<file path="config.mk">
export PLATFORM = sky130hd
export DESIGN_NAME = clock_fanout_ctrl
export DESIGN_NICKNAME = d
export VERILOG_FILES = /design/src/hw/clock_fanout_ctrl.v /design/src/hw/loss_detector.v /design/src/hw/out_gate.v
export VERILOG_INCLUDE_DIRS = /design/src /design/src/hw
export SDC_FILE = /design/constraint.sdc
export NUM_CORES = 1
export LEC_CHECK = 0
export ABC_AREA = 1
export BUFFER_PORTS_ARGS = -buffer_cell sky130_fd_sc_hd__buf_2
export CORE_ASPECT_RATIO = 0.9
export CORE_MARGIN = 5
export CORE_UTILIZATION = 50
export CTS_CLUSTER_DIAMETER = 40
export DETAILED_ROUTE_END_ITERATION = 10
export PLACE_DENSITY = 0.72
export REMOVE_ABC_BUFFERS = 1
export SLEW_MARGIN = 20
export SYNTH_ARGS = -nofsm -noshare
export SYNTH_HDL_FRONTEND = slang
export SYNTH_SLANG_ARGS = --single-unit
</file>
<file path="constraint.sdc">
create_clock -name clk -period 6.1 [get_ports clk]
set_clock_uncertainty 0.15 [all_clocks]
set_input_delay 1.525 -clock clk [delete_from_list [all_inputs] [get_ports clk]]
set_output_delay 1.525 -clock clk [all_outputs]
set_load 0.05 [all_outputs]
</file>
<file path="src/hw/clkfan_defs.vh">
// Constants shared by the clock fanout control design
`ifndef CLKFAN_DEFS_VH
`define CLKFAN_DEFS_VH

// Timing base and documented limits
`define CLK_MHZ          100
`define FIN_MIN_KHZ      10000
`define LOS_LIMIT_CYC    ((`CLK_MHZ * 1000) / `FIN_MIN_KHZ)
`define OE_ENA_MAX_US    20
`define ENA_WAIT_CYC     (`OE_ENA_MAX_US * `CLK_MHZ)
`define DIS_EDGES_MIN    2
`define DIS_EDGES_MAX    6
`define DIS_EDGES        3

// Register byte addresses
`define ADDR_CONFIG      8'h00
`define ADDR_SINGLE_END  8'h04
`define ADDR_COMPLEMENT  8'h08
`define ADDR_STATUS      8'h0C
`define ADDR_IRQ_STATUS  8'h10
`define ADDR_IRQ_MASK    8'h14
`define ADDR_PIN_BASE    8'h20

// Config fields
`define CFG_LOS_POL      0
`define CFG_DEF_SRC      1
`define CONFIG_RST       2'h1

// Status fields
`define STAT_LOS_RAW     0
`define STAT_SRC         1
`define STAT_GATE_LSB    8

// Pin function register fields
`define PF_FUNC_LSB      0
`define PF_SCOPE_LSB     2
`define PF_IDX_LSB       4
`define PF_STRIDE        4
`define PF_RST           8'h00
`define FUNC_NONE        2'h0
`define FUNC_OE          2'h1
`define FUNC_SEL         2'h2
`define SCOPE_SINGLE     2'h0
`define SCOPE_BANK       2'h1
`define SCOPE_GLOBAL     2'h2

// Interrupt events
`define IRQ_LOS_SET      0
`define IRQ_LOS_CLR      1
`define IRQ_SRC_CHG      2
`define IRQ_W            3

`endif

</file>
<file path="src/hw/clock_fanout_ctrl.v">
// Control logic of a clock fanout buffer: gating, source mux, loss flag
//
// Behaviour
// - Output-enable pin high disables its assigned outputs; low enables them.
// - After the pin goes disabling, the output stops within 2-6 buffered clocks.
// - After the pin goes enabling, a clean clock returns in under 20 us.
// - Single-ended true and complement pins of a buffer share one enable.
// - Single-ended buffer drives both pins; in phase unless complementary chosen.
// - Enable pin gates one output, a bank, or all outputs.
// - Source-select pin picks which of two input clocks feeds outputs.
// - Source switchover is not glitch free; runts may appear.
// - Loss flag asserts when the reference falls below minimum rate.
// - Loss flag reports the currently selected input clock.
// - Loss flag polarity is configurable, active high or active low.
// - Active high: flag one when reference absent, zero when present.
// - Active low: flag zero when reference absent, one when present.
//
// The address map and the plain strobed port were chosen for this implementation.
`timescale 1ns/1ns
`include "clkfan_defs.vh"
module clock_fanout_ctrl #(
    parameter NUM_OUT   = 4,
    parameter NUM_CTRL  = 2,
    parameter BANK_SIZE = 2,
    parameter ADDR_W    = 8,
    parameter DATA_W    = 32
) (
    // Clock and reset
    input  wire                clk,
    input  wire                reset,
    // Input reference clocks
    input  wire                ref_clk_a,
    input  wire                ref_clk_b,
    // Configurable control pins
    input  wire [NUM_CTRL-1:0] ctrl_pin,
    // Output buffers
    output wire [NUM_OUT-1:0]  clock_out_true,
    output wire [NUM_OUT-1:0]  clock_out_comp,
    // Loss status pin
    output wire                input_loss_flag,
    // Register port
    input  wire [ADDR_W-1:0]   addr,
    input  wire [DATA_W-1:0]   wdata,
    input  wire                wr,
    input  wire                rd,
    output wire [DATA_W-1:0]   rdata,
    // Interrupt
    output wire                irq
);
    localparam SW         = 2 + NUM_CTRL;
    // Counter widths: the loss limit fits 8 bits, the enable wait 12
    localparam LOSS_CNT_W = 8;
    localparam GATE_CNT_W = 12;

    // Outputs covered by one pin for a given scope and index
    function [NUM_OUT-1:0] target_mask;
        input [1:0] scope;
        input [3:0] idx;
        integer     k;
        begin
            target_mask = {NUM_OUT{1'b0}};
            for (k = 0; k < NUM_OUT; k = k + 1) begin
                case (scope)
                    `SCOPE_SINGLE: target_mask[k] = (k == idx);
                    `SCOPE_BANK:   target_mask[k] = ((k / BANK_SIZE) == idx);
                    `SCOPE_GLOBAL: target_mask[k] = 1'b1;
                    default:       target_mask[k] = 1'b0;
                endcase
            end
        end
    endfunction

    // Function field of one pin function register
    function [1:0] func_of;
        input [7:0] pf;
        begin
            func_of = pf[`PF_FUNC_LSB+1:`PF_FUNC_LSB];
        end
    endfunction

    // Register address hit for the function register of pin n
    function pin_hit;
        input [ADDR_W-1:0] a;
        input integer      n;
        begin
            pin_hit = (a == `ADDR_PIN_BASE + n * `PF_STRIDE);
        end
    endfunction

    // Pin synchronisers: references and control pins
    // Only stage two feeds logic; stage one may go metastable
    reg [SW-1:0] sync1_ff;
    reg [SW-1:0] sync2_ff;

    always @(posedge clk or posedge reset) begin
        if (reset) begin
            sync1_ff <= {SW{1'b0}};
            sync2_ff <= {SW{1'b0}};
        end else begin
            sync1_ff <= {ctrl_pin, ref_clk_b, ref_clk_a};
            sync2_ff <= sync1_ff;
        end
    end

    wire                ref_a  = sync2_ff[0];
    wire                ref_b  = sync2_ff[1];
    wire [NUM_CTRL-1:0] pin_in = sync2_ff[SW-1:2];

    // Software registers
    reg [1:0]         config_ff;
    reg [NUM_OUT-1:0] single_end_ff;
    reg [NUM_OUT-1:0] complement_ff;
    reg [7:0]         pin_func_ff [0:NUM_CTRL-1];
    reg [`IRQ_W-1:0]  irq_stat_ff;
    reg [`IRQ_W-1:0]  irq_mask_ff;
    reg [DATA_W-1:0]  rdata_ff;

    // Pin function decode
    // Several enable pins, or several select pins, OR together
    reg [NUM_OUT-1:0] disable_mask;
    reg               sel_pin_any;
    reg               sel_pin_level;
    integer           p;

    always @* begin
        disable_mask  = {NUM_OUT{1'b0}};
        sel_pin_any   = 1'b0;
        sel_pin_level = 1'b0;
        for (p = 0; p < NUM_CTRL; p = p + 1) begin
            if (func_of(pin_func_ff[p]) == `FUNC_OE && pin_in[p]) begin
                disable_mask = disable_mask | target_mask(
                    pin_func_ff[p][`PF_SCOPE_LSB+1:`PF_SCOPE_LSB],
                    pin_func_ff[p][`PF_IDX_LSB+3:`PF_IDX_LSB]);
            end
            if (func_of(pin_func_ff[p]) == `FUNC_SEL) begin
                sel_pin_any   = 1'b1;
                sel_pin_level = sel_pin_level | pin_in[p];
            end
        end
    end

    // Source mux; switchover is immediate, so a runt may reach the outputs
    wire src_sel   = sel_pin_any ? sel_pin_level
                                 : config_ff[`CFG_DEF_SRC];
    wire src_level = src_sel ? ref_b : ref_a;
    reg  src_sel_ff;
    wire src_chg   = src_sel ^ src_sel_ff;

    // Loss monitor follows whichever source is selected
    wire los_raw;
    reg  los_prev_ff;

    loss_detector #(
        .LIMIT (`LOS_LIMIT_CYC),
        .CNT_W (LOSS_CNT_W)
    ) u_loss (
        .clk       (clk),
        .reset     (reset),
        .ref_level (src_level),
        .restart   (src_chg),
        .lost      (los_raw)
    );

    // Output gates, one per buffer, shared by its two pins
    wire [NUM_OUT-1:0] gate_on;
    reg  [NUM_OUT-1:0] true_ff;
    reg  [NUM_OUT-1:0] comp_ff;

    genvar g;
    generate
        for (g = 0; g < NUM_OUT; g = g + 1) begin : gen_out
            out_gate #(
                .DIS_EDGES (`DIS_EDGES),
                .ENA_WAIT  (`ENA_WAIT_CYC),
                .CNT_W     (GATE_CNT_W)
            ) u_gate (
                .clk         (clk),
                .reset       (reset),
                .src_level   (src_level),
                .src_lost    (los_raw),
                .disable_req (disable_mask[g]),
                .gate_on     (gate_on[g])
            );

            // Differential buffers drive the inverse on the comp pin whenever the gate is open
            wire inv = ~single_end_ff[g] | complement_ff[g];

            always @(posedge clk or posedge reset) begin
                if (reset) begin
                    true_ff[g] <= 1'b0;
                    comp_ff[g] <= 1'b0;
                end else begin
                    // Both pins low while closed: no edges reach receivers
                    true_ff[g] <= gate_on[g] & src_level;
                    comp_ff[g] <= gate_on[g] & (src_level ^ inv);
                end
            end
        end
    endgenerate

    // Loss pin with selectable polarity
    reg los_pin_ff;

    always @(posedge clk or posedge reset) begin
        if (reset) begin
            los_pin_ff  <= 1'b1;
            los_prev_ff <= 1'b1;
            src_sel_ff  <= 1'b0;
        end else begin
            los_pin_ff  <= config_ff[`CFG_LOS_POL] ? los_raw
                                                   : ~los_raw;
            los_prev_ff <= los_raw;
            src_sel_ff  <= src_sel;
        end
    end

    // Interrupt events
    wire [`IRQ_W-1:0] irq_evt;
    assign irq_evt[`IRQ_LOS_SET] = los_raw & ~los_prev_ff;
    assign irq_evt[`IRQ_LOS_CLR] = ~los_raw & los_prev_ff;
    assign irq_evt[`IRQ_SRC_CHG] = src_chg;

    // Level interrupt: pending and unmasked event bits
    wire [`IRQ_W-1:0] irq_pend = irq_stat_ff & irq_mask_ff;

    // Register writes; an event in the clearing cycle still sets its bit
    integer q;

    always @(posedge clk or posedge reset) begin
        if (reset) begin
            config_ff     <= `CONFIG_RST;
            single_end_ff <= {NUM_OUT{1'b0}};
            complement_ff <= {NUM_OUT{1'b0}};
            irq_stat_ff   <= {`IRQ_W{1'b0}};
            irq_mask_ff   <= {`IRQ_W{1'b0}};
            for (q = 0; q < NUM_CTRL; q = q + 1) begin
                pin_func_ff[q] <= `PF_RST;
            end
        end else begin
            if (wr && addr == `ADDR_IRQ_STATUS) begin
                irq_stat_ff <= (irq_stat_ff & ~wdata[`IRQ_W-1:0]) | irq_evt;
            end else begin
                irq_stat_ff <= irq_stat_ff | irq_evt;
            end
            if (wr) begin
                case (addr)
                    `ADDR_CONFIG:     config_ff     <= wdata[1:0];
                    `ADDR_SINGLE_END: single_end_ff <= wdata[NUM_OUT-1:0];
                    `ADDR_COMPLEMENT: complement_ff <= wdata[NUM_OUT-1:0];
                    `ADDR_IRQ_MASK:   irq_mask_ff   <= wdata[`IRQ_W-1:0];
                    default: ;
                endcase
                for (q = 0; q < NUM_CTRL; q = q + 1) begin
                    if (pin_hit(addr, q)) begin
                        pin_func_ff[q] <= wdata[7:0];
                    end
                end
            end
        end
    end

    // Read mux; unmapped addresses read zero
    reg     [DATA_W-1:0] rd_val;
    integer              r;

    always @* begin
        rd_val = {DATA_W{1'b0}};
        case (addr)
            `ADDR_CONFIG:     rd_val[1:0]         = config_ff;
            `ADDR_SINGLE_END: rd_val[NUM_OUT-1:0] = single_end_ff;
            `ADDR_COMPLEMENT: rd_val[NUM_OUT-1:0] = complement_ff;
            `ADDR_STATUS: begin
                rd_val[`STAT_LOS_RAW] = los_raw;
                rd_val[`STAT_SRC]     = src_sel;
                rd_val[`STAT_GATE_LSB+NUM_OUT-1:`STAT_GATE_LSB] = gate_on;
            end
            `ADDR_IRQ_STATUS: rd_val[`IRQ_W-1:0]  = irq_stat_ff;
            `ADDR_IRQ_MASK:   rd_val[`IRQ_W-1:0]  = irq_mask_ff;
            default: begin
                for (r = 0; r < NUM_CTRL; r = r + 1) begin
                    if (pin_hit(addr, r)) begin
                        rd_val[7:0] = pin_func_ff[r];
                    end
                end
            end
        endcase
    end

    // Read data stand for exactly one cycle after the strobe
    always @(posedge clk or posedge reset) begin
        if (reset) begin
            rdata_ff <= {DATA_W{1'b0}};
        end else begin
            rdata_ff <= rd ? rd_val : {DATA_W{1'b0}};
        end
    end

    assign clock_out_true  = true_ff;
    assign clock_out_comp  = comp_ff;
    assign input_loss_flag = los_pin_ff;
    assign rdata           = rdata_ff;
    assign irq             = |irq_pend;
endmodule // clock_fanout_ctrl

</file>
<file path="src/hw/loss_detector.v">
// Loss-of-signal detector on a sampled reference level
`timescale 1ns/1ns
`include "clkfan_defs.vh"
module loss_detector #(
    parameter LIMIT = `LOS_LIMIT_CYC,
    parameter CNT_W = 8
) (
    // Clock and reset
    input  wire       clk,
    input  wire       reset,
    // Reference
    input  wire       ref_level,
    input  wire       restart,
    // Result
    output wire       lost
);
    reg             prev_ff;
    reg [CNT_W-1:0] cnt_ff;
    reg             lost_ff;
    wire            rise = ref_level & ~prev_ff;

    // A period longer than LIMIT cycles means the rate is below the minimum
    always @(posedge clk or posedge reset) begin
        if (reset) begin
            prev_ff <= 1'b0;
            cnt_ff  <= {CNT_W{1'b0}};
            lost_ff <= 1'b1;
        end else begin
            prev_ff <= ref_level;
            if (restart || rise) begin
                cnt_ff <= {CNT_W{1'b0}};
            end else if (cnt_ff < LIMIT[CNT_W-1:0]) begin
                cnt_ff <= cnt_ff + 1'b1;
            end
            if (restart) begin
                lost_ff <= lost_ff;
            end else if (rise) begin
                lost_ff <= 1'b0;
            end else if (cnt_ff >= LIMIT[CNT_W-1:0]) begin
                lost_ff <= 1'b1;
            end
        end
    end

    assign lost = lost_ff;
endmodule // loss_detector

</file>
<file path="src/hw/out_gate.v">
// Enable gate of one output buffer with disable and enable latency
`timescale 1ns/1ns
`include "clkfan_defs.vh"
module out_gate #(
    parameter DIS_EDGES = `DIS_EDGES,
    parameter ENA_WAIT  = `ENA_WAIT_CYC,
    parameter CNT_W     = 12
) (
    // Clock and reset
    input  wire       clk,
    input  wire       reset,
    // Source and request
    input  wire       src_level,
    input  wire       src_lost,
    input  wire       disable_req,
    // Gate state
    output wire       gate_on
);
    reg             prev_ff;
    reg             gate_ff;
    reg [CNT_W-1:0] cnt_ff;
    wire            rise = src_level & ~prev_ff;

    always @(posedge clk or posedge reset) begin
        if (reset) begin
            prev_ff <= 1'b0;
            gate_ff <= 1'b0;
            cnt_ff  <= {CNT_W{1'b0}};
        end else begin
            prev_ff <= src_level;
            if (gate_ff) begin
                if (!disable_req) begin
                    cnt_ff <= {CNT_W{1'b0}};
                end else if (src_lost) begin
                    gate_ff <= 1'b0;
                    cnt_ff  <= {CNT_W{1'b0}};
                end else if (cnt_ff >= DIS_EDGES[CNT_W-1:0]) begin
                    // Close only in the low phase so no runt is cut
                    if (!src_level) begin
                        gate_ff <= 1'b0;
                        cnt_ff  <= {CNT_W{1'b0}};
                    end
                end else if (rise) begin
                    cnt_ff <= cnt_ff + 1'b1;
                end
            end else begin
                if (disable_req) begin
                    cnt_ff <= {CNT_W{1'b0}};
                end else if (!src_level || cnt_ff >= ENA_WAIT[CNT_W-1:0]) begin
                    // First pulse after opening is a whole one
                    gate_ff <= 1'b1;
                    cnt_ff  <= {CNT_W{1'b0}};
                end else begin
                    cnt_ff <= cnt_ff + 1'b1;
                end
            end
        end
    end

    assign gate_on = gate_ff;
endmodule // out_gate

</file>
# After elaboration in Yosys (flattened, before gate mapping)
# Index checks and enable logic that the tools add are counted.
# totals
regBits	145
latch_bits	0
mem_bits_rw	0
rom_bits	0
in_bits	48
word_cells	232
n_memories	0
# classes
n_addsub	5
multipliers	0
div_mod_pow	0
n_lt_le_gt_ge	10
eq_ne	29
n_shift	0
muxes	88
n_bitwise	35
reduce_logical	33
# op_table
cell	count
$mux 12	30
$add 12x1->12 const B	4
$ge 12x11->1 const B	4
$ge 12x2->1 const B	4
$ne 5x5->1 const B	8
$mux 1	38
$mux 8	4
$reduce_and 2->1	11
$pmux 1 s3	7
$eq 2x4->1 const A	4
$eq 8x4->1 const B	2
$eq 8x5->1 const B	2
$eq 8x6->1 const B	2
$mux 4	4
$pmux 2 s6	1
$and 1x1->1	11
$add 8x1->8 const B	1
$eq 1x4->1 const A	2
$eq 2x1->1 const B	4
$eq 2x2->1 const B	4
$eq 8x3->1 const B	1
$ge 8x4->1 const B	1
$logic_not 4->1	2
$logic_not 8->1	1
20 further kinds	48

# Longest topological paths before layout
# Gate-level depths: netlist of the first run.
# logic_depth
ltp_word	12
depth_mapped	14

# By module
# Synthesis of the first run repeated with hierarchy kept, for this count alone.
# unflattened
hier_cells	988
hier_area_um2	7621.1
# by_module_without_submodules
mod	n_inst	cells_each	area_each_um2	seq_area_each_um2
out_gate	4	134	975.9	350.3
clock_fanout_ctrl	1	399	3255.6	1580.3
loss_detector	1	53	461.7	251.5

# Least setup slack after synthesis of the first run
# No wires, ideal clock.
# synth_path
path_type	input to register
from	input addr[5]
to	register pin_func_ff (netlist bit func_of.pf[0])
setup_ns	0.127
arrival_ns	2.548
t_required_ns	5.823
path_slack_ns	3.275
path_stages	8
path_buffers	1
path_cell_list	inv_1 -> nor3_4 -> nand2_1 -> inv_1 -> nand2_1 -> buf_6 -> nand2_1 -> o21ai_0
# synth_via
elab_chain_len	2
# synth_rtl
item	line_no	text
from (decl)	clock_fanout_ctrl.v:42	input wire [ADDR_W-1:0] addr,
$eq 8x6->1 (no line)	--	
$reduce_and 2->1 (no line)	--	
to (signal, indexed assignment)	clock_fanout_ctrl.v:237	pin_func_ff[q] <= `PF_RST;
to (signal, indexed assignment)	clock_fanout_ctrl.v:255	pin_func_ff[q] <= wdata[7:0];
to (decl)	clock_fanout_ctrl.v:113	reg [7:0] pin_func_ff [0:NUM_CTRL-1];
# No other way between the ends.
# A chain may end at the register's enable or synchronous reset.

# Final worst setup path of the first run
# Same ends and word-level chain as after synthesis.

==> impl_metrics.json, run 1 <==
{
  "synth.most_common_cell": "nand2_1",
  "fin_ws_ns": 3.13,
  "maxCapViolCount": 0,
  "post-route-period-util": 0.487,
  "rsz0062_at_grt": "no",
  "synth_edf_count": 0,
  "synth.area.top_cells": "dfrtp_1 43%, nand2_1 11%, nand3_1 6.9%",
  "status": "finished clean",
  "slew_violations": 0,
  "postRouteAntennaNets": 0,
  "dp_slack_ns": 2.76,
  "first_pass_iters": 5,
  "yosys_warnings": 0,
  "ioPinCount": 90,
  "worstSetupPathType": "input pin to flip-flop",
  "fmax_mhz": 337,
  "grt_start_max_net_pins": 87,
  "fin_nets": 1027,
  "max_stage_delay_ns": 0.38,
  "grt_pass1_vias": 5678,
  "routed_wl_um": 16300,
  "worst-path-stages": 7,
  "row_count": 41,
  "cp_slowest_cell": "nor3_4",
  "postSynthAreaPerCell_um2": 7.69,
  "grt_pass1_wl_um": 27500,
  "cts_tree": "done",
  "synth_area_mm2": 0.00709,
  "yosys-top-cells-count": "205 x nand2_1, 121 x dfrtp_1, 116 x inv_1",
  "die_w_um": 136,
  "async_flop_share": 1.00,
  "crit_path_end_kind": "flip-flop",
  "min_path_cells": 0,
  "worst_slew_pin_slew_ns": 0.764,
  "dieArea_mm2": 0.0167,
  "power_density_mw_per_mm2": 285,
  "cts_root_buf": "clkbuf_16",
  "antenna_found_initial": 0,
  "cts_sinks": 125,
  "numPortBuffers": 45,
  "ys.flop_type": "dfrtp_1",
  "crit_chain": "buf_2 -> inv_1 -> nor3_4 -> nand2_1 -> inv_1 -> nand2_1 -> o21ai_0",
  "finalSetupTns_ns": 0,
  "synth_cell_types": 40,
  "vias_per_cell": 5.13,
  "path_clk_slew_ns": 0.06,
  "peakVddDrop_mv": 0.215,
  "required_ns": 6.28,
  "yosysTopAreaCell": "dfrtp_1",
  "crit_arrival_ns": 3.15,
  "startpoint_type": "input pin",
  "min_period_ns": 2.97,
  "dpl.hpwl_um": 11200,
  "htreeDepth": 4,
  "worst-path-buf-inv": 3,
  "netlist.area_leader.share": 0.427,
  "relSlewSlack": 0.489,
  "drive_above_1_share": 0.117,
  "synth-seq-cells": 125,
  "p_leak_nw": 3.89,
  "core-area_mm2": 0.0140,
  "gp_congestion": 0.861,
  "syn_inst": 922,
  "drtIter0Drc": 544,
  "via_count": 6025,
  "worstSkewPairLatency_ns": 0.43,
  "worstRegToRegCells": 9,
  "post-route-drc-count": 0,
  "wl_per_cell_um": 13.9,
  "die_h_um": 123,
  "area_growth_pct": 12.8,
  "setup_viol": 0,
  "overflow": 0,
  "ctsResizeCount": 0,
  "initial_core_util": 0.508,
  "postCtsSetupBuffers": 0,
  "cts.path.max_buffers": 2,
  "hp-class": "flip-flop to flip-flop",
  "diodes": 0,
  "cts_buffers": 17,
  "hold_violations": 0,
  "cts_hold_buf": 0,
  "path_max_fanout": 16,
  "grtUsageTotal": 0.209,
  "path_delay_family": "simple AND/OR/NAND/NOR gates",
  "ys_seq_area_frac": 0.442
}
layout by cell type, fill, tap and decap left out, types with 2 or more instances in the layout:
master and instances:
inv_2 5, xor2_1 26, bufinv_16 4, o22ai_1 4, nor2_1 115, a21oi_1 21, clkbuf_16 17, dfrtp_1 121
conb_1 20, o21ai_0 52, nand4_1 26, buf_2 45, nand2_4 4, nor3_1 22, ha_1 10, xnor2_1 3
dfstp_2 4, nand3b_1 4, nor3_4 2, nor2_2 2, nand2_1 205, nand3_2 13, clkinv_2 2, clkinv_1 2
nor3b_1 5, nand3_1 98, inv_6 4, inv_1 115, o21ai_1 11, clkinvlp_4 3, o21a_1 3
cell type report:
class                           count  area, µm²
Multi-Input combinational cell    656       3290
Sequential cell                   125       3130
Clock buffer                       19        443
Tap cell                          193        241
Clock inverter                     13        188
Fill cell                        1278       5950
Inverter                          123        467
Timing Repair Buffer               46        233
stage by stage:
stage          instance area (µm²)  cells  hold WS (ns)  total power [mW]   util
4_1_cts                       8000   1175         0.203              2.30  0.573
2_1_floorplan                 6890    904         0.181              1.13      -
5_1_grt                       8000   1175         0.211              2.37  0.573
3_3_place_gp                  7370   1143         0.183              1.20  0.528
3_5_place_dp                  7370   1143         0.190              1.21  0.528
6_report                      8000   1175         0.201              2.28  0.573
kinds of logic (layout without fill, tap and decap cells):
| group | count (synthesis) | in the layout | share of synthesized area |
|---|---|---|---|
| buf+inv | 160 | 201 | 0.103 |
| flops | 125 | 125 | 0.442 |
| compound gates | 95 | 95 | 0.0717 |
| other cells | 1 | 20 | 0.000529 |
| fa+ha+maj | 10 | 10 | 0.0176 |
| xor+xnor | 29 | 29 | 0.0358 |
| simple gates | 502 | 502 | 0.329 |
state kept, by name, summed over array words and instances, names as in the netlist, 2 cells and up:
| signal | flops |
|---|---|
| sync1_ff | 4 |
| gen_out.u_gate.cnt_ff | 48 |
| gen_out.u_gate.gate_on | 4 |
| rdata | 12 |
| irq_mask_ff | 3 |
| irq_stat_ff | 3 |
| sync2_ff | 4 |
| pin_func_ff | 8 |
| clock_out_true | 4 |
| clock_out_comp | 4 |
| u_loss.cnt_ff | 8 |
| complement_ff | 4 |
| config_ff | 2 |
| single_end_ff | 4 |
| func_of.pf | 8 |
per-layer routing:
layer,vias up,track usage,share of wire,routed length (µm)
met3,33,0.0456,0.055,894
met4,0,0.0919,0.026,419
met5,-,0,0,0
met2,170,0.315,0.46,7440
li1,3027,-,-,-
met1,2795,0.292,0.46,7590
worst paths after layout:
kind | start | end | slack (ns)
worst max-delay path | addr[5] | func_of.pf[0] | 3.13
worst min-delay path | sync1_ff[1] | sync2_ff[1] | 0.20
worst max register to register | pin_func_ff[9] | gen_out[3].u_gate.cnt_ff[2] | 3.76
worst min register to register | sync1_ff[1] | sync2_ff[1] | 0.20
max in group asynchronous | reset | u_loss.lost | 3.66
min in group asynchronous | reset | gen_out[2].u_gate.cnt_ff[6] | 1.10
power breakdown:
part           switching, mW  internal, mW  total [mW]
registers             0.0464         0.878       0.924
logic                  0.204        0.0657       0.270
clock network          0.390         0.697        1.09
Power figures use the tool's default switching activity.
==> run 2: changes to the inputs <==
--- a/config.mk
+++ b/config.mk
@@ -13,7 +13,7 @@
 export CORE_UTILIZATION = 50
 export CTS_CLUSTER_DIAMETER = 40
 export DETAILED_ROUTE_END_ITERATION = 10
-export PLACE_DENSITY = 0.72
+export PLACE_DENSITY = 0.75
 export REMOVE_ABC_BUFFERS = 1
 export SLEW_MARGIN = 20
 export SYNTH_ARGS = -nofsm -noshare
==> constraint.sdc (replaced) <==
create_clock -name clk -period 2.4 [get_ports clk]
set_clock_uncertainty 0.15 [all_clocks]
set_input_delay 0.6 -clock clk [delete_from_list [all_inputs] [get_ports clk]]
set_output_delay 0.6 -clock clk [all_outputs]
set_load 0.05 [all_outputs]
==> impl_metrics.json, run 2 (same netlist as run 1, synthesis figures left out) <==
{
  "rsz0062_at_grt": "no",
  "p_total_mw": 5.71,
  "grt_start_max_net_pins": 43,
  "stdcell_count": 1194,
  "maxCapViolCount": 0,
  "setup_viol": 0,
  "via_count": 6164,
  "p_int_mw": 4.09,
  "cts.path.max_buffers": 2,
  "cts_root_buf": "clkbuf_16",
  "diodes": 0,
  "core-area_mm2": 0.0140,
  "busiest_layer": "met2",
  "grt_use_met1": 0.296,
  "p_leak_nw": 3.98,
  "cts_sinks": 125,
  "worst_slew_pin_slew_ns": 0.569,
  "crit_path_frequent_cell": "nand2_1",
  "swShare": 0.283,
  "postCtsSetupBuffers": 0,
  "status": "finished clean",
  "path_max_fanout": 11,
  "use_met3": 0.0395,
  "postRouteAntennaNets": 0,
  "routed_wl_um": 16500,
  "power_density_mw_per_mm2": 701,
  "crit_arrival_ns": 2.37,
  "final_cell_mix": "205 x nand2_1, 121 x dfrtp_1, 115 x inv_1, 114 x nor2_1, 98 x nand3_1",
  "first_pass_iters": 5,
  "grtUsageTotal": 0.213,
  "grt_pass1_wl_um": 28300,
  "worstRegToRegCells": 9,
  "crit_path_end": "gen_out[3].u_gate.cnt_ff[1]",
  "worst-path-stages": 9,
  "cts_tree": "done",
  "whs_ns": 0.0950,
  "post-route-period-util": 0.905,
  "dieArea_mm2": 0.0167,
  "reg2reg_to": "gen_out[3].u_gate.cnt_ff[1]",
  "required_ns": 2.60,
  "cts_buffers": 17,
  "startpoint_type": "flip-flop",
  "switchingPower_mw": 1.62,
  "cp_slowest_cell": "dfrtp_1",
  "dp_cells": 1162,
  "ctsResizeCount": 0,
  "grt_pass1_vias": 5904,
  "htreeDepth": 4,
  "worstSkewPairLatency_ns": 0.41,
  "regArea_mm2": 0.00313,
  "worstSetupPathType": "flip-flop to flip-flop",
  "overflow": 0,
  "fin_nets": 1046,
  "gp_congestion": 0.893,
  "ioPinCount": 90,
  "die_h_um": 123,
  "slew_violations": 0,
  "multiInputGateArea_mm2": 0.00330,
  "fmax_mhz": 460,
  "path_clk_slew_ns": 0.06,
  "hold_violations": 0,
  "grtUsageMet2": 0.344,
  "die_w_um": 136,
  "rr_startpoint": "pin_func_ff[9]",
  "wl_per_cell_um": 13.8,
  "area_growth_pct": 14.9,
  "clockPowerShare": 0.463,
  "largest_reg_flops": 48,
  "cts_hold_buf": 0,
  "worst-path-buf-inv": 1,
  "drtIter0Drc": 534,
  "drive_above_1_share": 0.135,
  "r2r_slack_ns": 0.23,
  "max_stage_delay_ns": 0.45,
  "row_count": 41,
  "peakVddDrop_mv": 0.652,
  "crit_chain": "nand3_1 -> nand2_1 -> inv_2 -> nand3_4 -> nand3_2 -> o21ai_0 -> nor2_2 -> nand2_1 -> nand2_1",
  "post-route-drc-count": 0,
  "vias_per_cell": 5.16,
  "layout_commonest_cell": "nand2_1",
  "numPortBuffers": 45,
  "path_delay_family": "simple AND/OR/NAND/NOR gates",
  "seqPwrFrac": 0.404,
  "antenna_found_initial": 0,
  "fill_cells": 1256,
  "crit_path_end_kind": "flip-flop",
  "initial_core_util": 0.508,
  "dpl.hpwl_um": 11600,
  "combPwrFrac": 0.132,
  "top_register": "gen_out.u_gate.cnt_ff",
  "startpoint": "pin_func_ff[9]",
  "hp-class": "input pin to asynchronous set/reset pin",
  "min_period_ns": 2.17,
  "relSlewSlack": 0.621
}
[run 2: cell count changes in the layout (fill, tap and decap cells not counted), sizes merged]
| cell | before | now |
|---|---|---|
| clkinv | 5 | 7 |
| bufinv | 4 | 3 |
| buf | 46 | 65 |
| inv | 124 | 123 |
[run 2: how the worst min path moves through the flow]
stage	endpoint	slack [ns]
3_3_place_gp	sync2_ff[0]	0.18
3_5_place_dp	sync2_ff[0]	0.19
6_report	clock_out_true[2]	0.09
5_1_grt	gen_out[2].u_gate.cnt_ff[5]	0.13
4_1_cts	gen_out[2].u_gate.cnt_ff[5]	0.10
2_1_floorplan	sync2_ff[0]	0.18
[run 2: stage by stage]
stage	worst slack [ns]	setup TNS [ns]	cell area (µm²)	utilization
final	0.228	0	8150	0.584
after global routing	0.0876	0	8150	0.584
after global placement	0.201	0	7530	0.540
after floorplan	-1.67	-205.30	6890	-
after detailed placement	0.140	0	7530	0.540
after CTS	0.0495	0	8140	0.584
[run 2: final cells by class]
cell class                 instances  area share
inverter                         123      0.0570
clock inverter                    13      0.0204
tap                              193      0.0296
sequential                       125       0.385
multi-input combinational        656       0.405
timing repair buffer              65      0.0492
clock buffer                      19      0.0544
[run 2: power by group through the flow]
stage / logic, mW / registers, mW / clock network [mW]
final: 0.755 / 2.31 / 2.64
after global routing: 0.832 / 2.32 / 2.77
after CTS: 0.754 / 2.31 / 2.68
after detailed placement: 0.748 / 2.34 / 0
after global placement: 0.737 / 2.34 / 0
after floorplan: 0.449 / 2.42 / 0
[run 2: metal layers]
metal,share of wire,vias to the layer above,routed length (µm)
met5,0,-,0
met4,0.012,0,198
met3,0.062,22,1020
met2,0.47,187,7770
met1,0.45,2891,7510
li1,-,3064,-
==> run 3: changes to the inputs <==
--- a/config.mk
+++ b/config.mk
@@ -14,6 +14,7 @@
 export CTS_CLUSTER_DIAMETER = 40
 export DETAILED_ROUTE_END_ITERATION = 10
 export PLACE_DENSITY = 0.75
+export RECOVER_POWER = 25
 export REMOVE_ABC_BUFFERS = 1
 export SLEW_MARGIN = 20
 export SYNTH_ARGS = -nofsm -noshare
==> impl_metrics.json, run 3 (same netlist as run 1, synthesis figures left out) <==
{
  "area_growth_pct": 14.8,
  "crit_path_end_kind": "flip-flop",
  "top_register": "gen_out.u_gate.cnt_ff",
  "post-route-drc-count": 0,
  "finalInstanceArea_mm2": 0.00814,
  "multiInputGateArea_mm2": 0.00330,
  "fin_util": 0.583,
  "postRouteAntennaNets": 0,
  "rsz0062_at_grt": "no",
  "whs_ns": 0.136,
  "min_period_ns": 2.16,
  "grt_start_max_net_pins": 43,
  "placed_cell_area_mm2": 0.00753,
  "hp-class": "input pin to flip-flop",
  "relSlewSlack": -0.140,
  "crit_arrival_ns": 2.36,
  "ioPinCount": 90,
  "wl_per_cell_um": 13.8,
  "hold_violations": 0,
  "p_leak_nw": 3.97,
  "row_count": 41,
  "power_density_mw_per_mm2": 701,
  "post-route-period-util": 0.900,
  "cts.path.max_buffers": 2,
  "maxCapViolCount": 1,
  "failed_checks": "max-capacitance violations, max-slew violations",
  "path_clk_slew_ns": 0.06,
  "via_count": 6166,
  "routed_wl_um": 16500,
  "status": "finished, violations left",
  "diodes": 0,
  "setup_viol": 0,
  "path_max_fanout": 11,
  "final_cell_mix": "205 x nand2_1, 121 x dfrtp_1, 116 x inv_1, 114 x nor2_1, 98 x nand3_1",
  "fmax_mhz": 463,
  "peakVddDrop_mv": 0.653,
  "cts_hold_buf": 0,
  "cts_tree": "done",
  "numPortBuffers": 45,
  "die_w_um": 136,
  "first_pass_iters": 5,
  "gp_congestion": 0.893,
  "regArea_mm2": 0.00313,
  "dieArea_mm2": 0.0167,
  "largest_reg_flops": 48,
  "drive_above_1_share": 0.132,
  "drtIter0Drc": 538,
  "r2r_slack_ns": 0.24,
  "core-area_mm2": 0.0140,
  "worstSetupPathType": "flip-flop to flip-flop",
  "die_h_um": 123,
  "required_ns": 2.60,
  "overflow": 0,
  "grtUsageTotal": 0.213,
  "antenna_found_initial": 0,
  "layout_commonest_cell": "nand2_1",
  "cts_sinks": 125,
  "vias_per_cell": 5.16,
  "cts_buffers": 17,
  "startpoint_type": "flip-flop",
  "slew_violations": 41,
  "htreeDepth": 4,
  "fin_nets": 1046,
  "fill_cells": 1258,
  "grt_pass1_wl_um": 28300,
  "cts_root_buf": "clkbuf_16",
  "initial_core_util": 0.508,
  "dpl.hpwl_um": 11600,
  "postCtsSetupBuffers": 0,
  "worst_slew_pin_slew_ns": 1.71,
  "worstSkewPairLatency_ns": 0.42,
  "grt_pass1_vias": 5904
}
[run 3: cell types whose count changed in the layout (fill, tap and decap cells not counted), sizes merged]
cell	change
buf	-2
clkbuf	+2
[run 3: area by class of cell]
cell class / count / area share
Multi-Input combinational cell: 656 / 0.405
Clock buffer: 19 / 0.0544
Inverter: 123 / 0.0568
Clock inverter: 13 / 0.0205
Timing Repair Buffer: 65 / 0.0483
Sequential cell: 125 / 0.385
Tap cell: 193 / 0.0297
[run 3: critical path, stage by stage, from the launching register on]
cell and delay, ns:
dfrtp_1 0.45, nand3_1 0.12, nand2_1 0.07, inv_2 0.10, nand3_4 0.18, nand3_2 0.24
o21ai_0 0.14, nor2_2 0.41, nand2_1 0.13, nand2_1 0.10
[run 3: what timing repair did]
| item | in CTS | in global routing |
|---|---|---|
| endpoints found under the hold margin | 0 | 0 |
| resized for setup | 0 | 1 |
| setup endpoints to repair | 0 | 11 |
[run 3: report_power, final]
group	switching, mW	internal, mW
sequential	0.0779	2.23
clock	0.985	1.67
combinational	0.558	0.186
[run 3: path summary, 6_finish.rpt]
path                                start                     endpoint  cells after the start
setup / recovery           pin_func_ff[9]  gen_out[3].u_gate.cnt_ff[1]                      9
hold / removal                  ref_clk_b                  sync1_ff[1]                      1
setup reg to reg           pin_func_ff[9]  gen_out[3].u_gate.cnt_ff[1]                      9
hold reg to reg               sync1_ff[0]                  sync2_ff[0]                      0
max in group asynchronous           reset                  u_loss.lost                      3
min in group asynchronous           reset            clock_out_true[2]                      2
[run 3: layer usage]
layer | vias to the layer above | track usage | wire length, µm
met5 | - | 0.0123 | 0
met4 | 0 | 0.0579 | 208
met3 | 22 | 0.0395 | 935
met2 | 170 | 0.344 | 7800
met1 | 2911 | 0.296 | 7580
li1 | 3063 | - | -
[run 3: through the flow]
step           cells  setup slack, ns  power (mW)  setup TNS [ns]
5_1_grt         1194           0.0876        5.92               0
3_5_place_dp    1162            0.140        3.09               0
3_3_place_gp    1162            0.201        3.08               0
2_1_floorplan    904            -1.67        2.87         -205.30
6_report        1194            0.240        5.70               0
4_1_cts         1194           0.0495        5.74               0
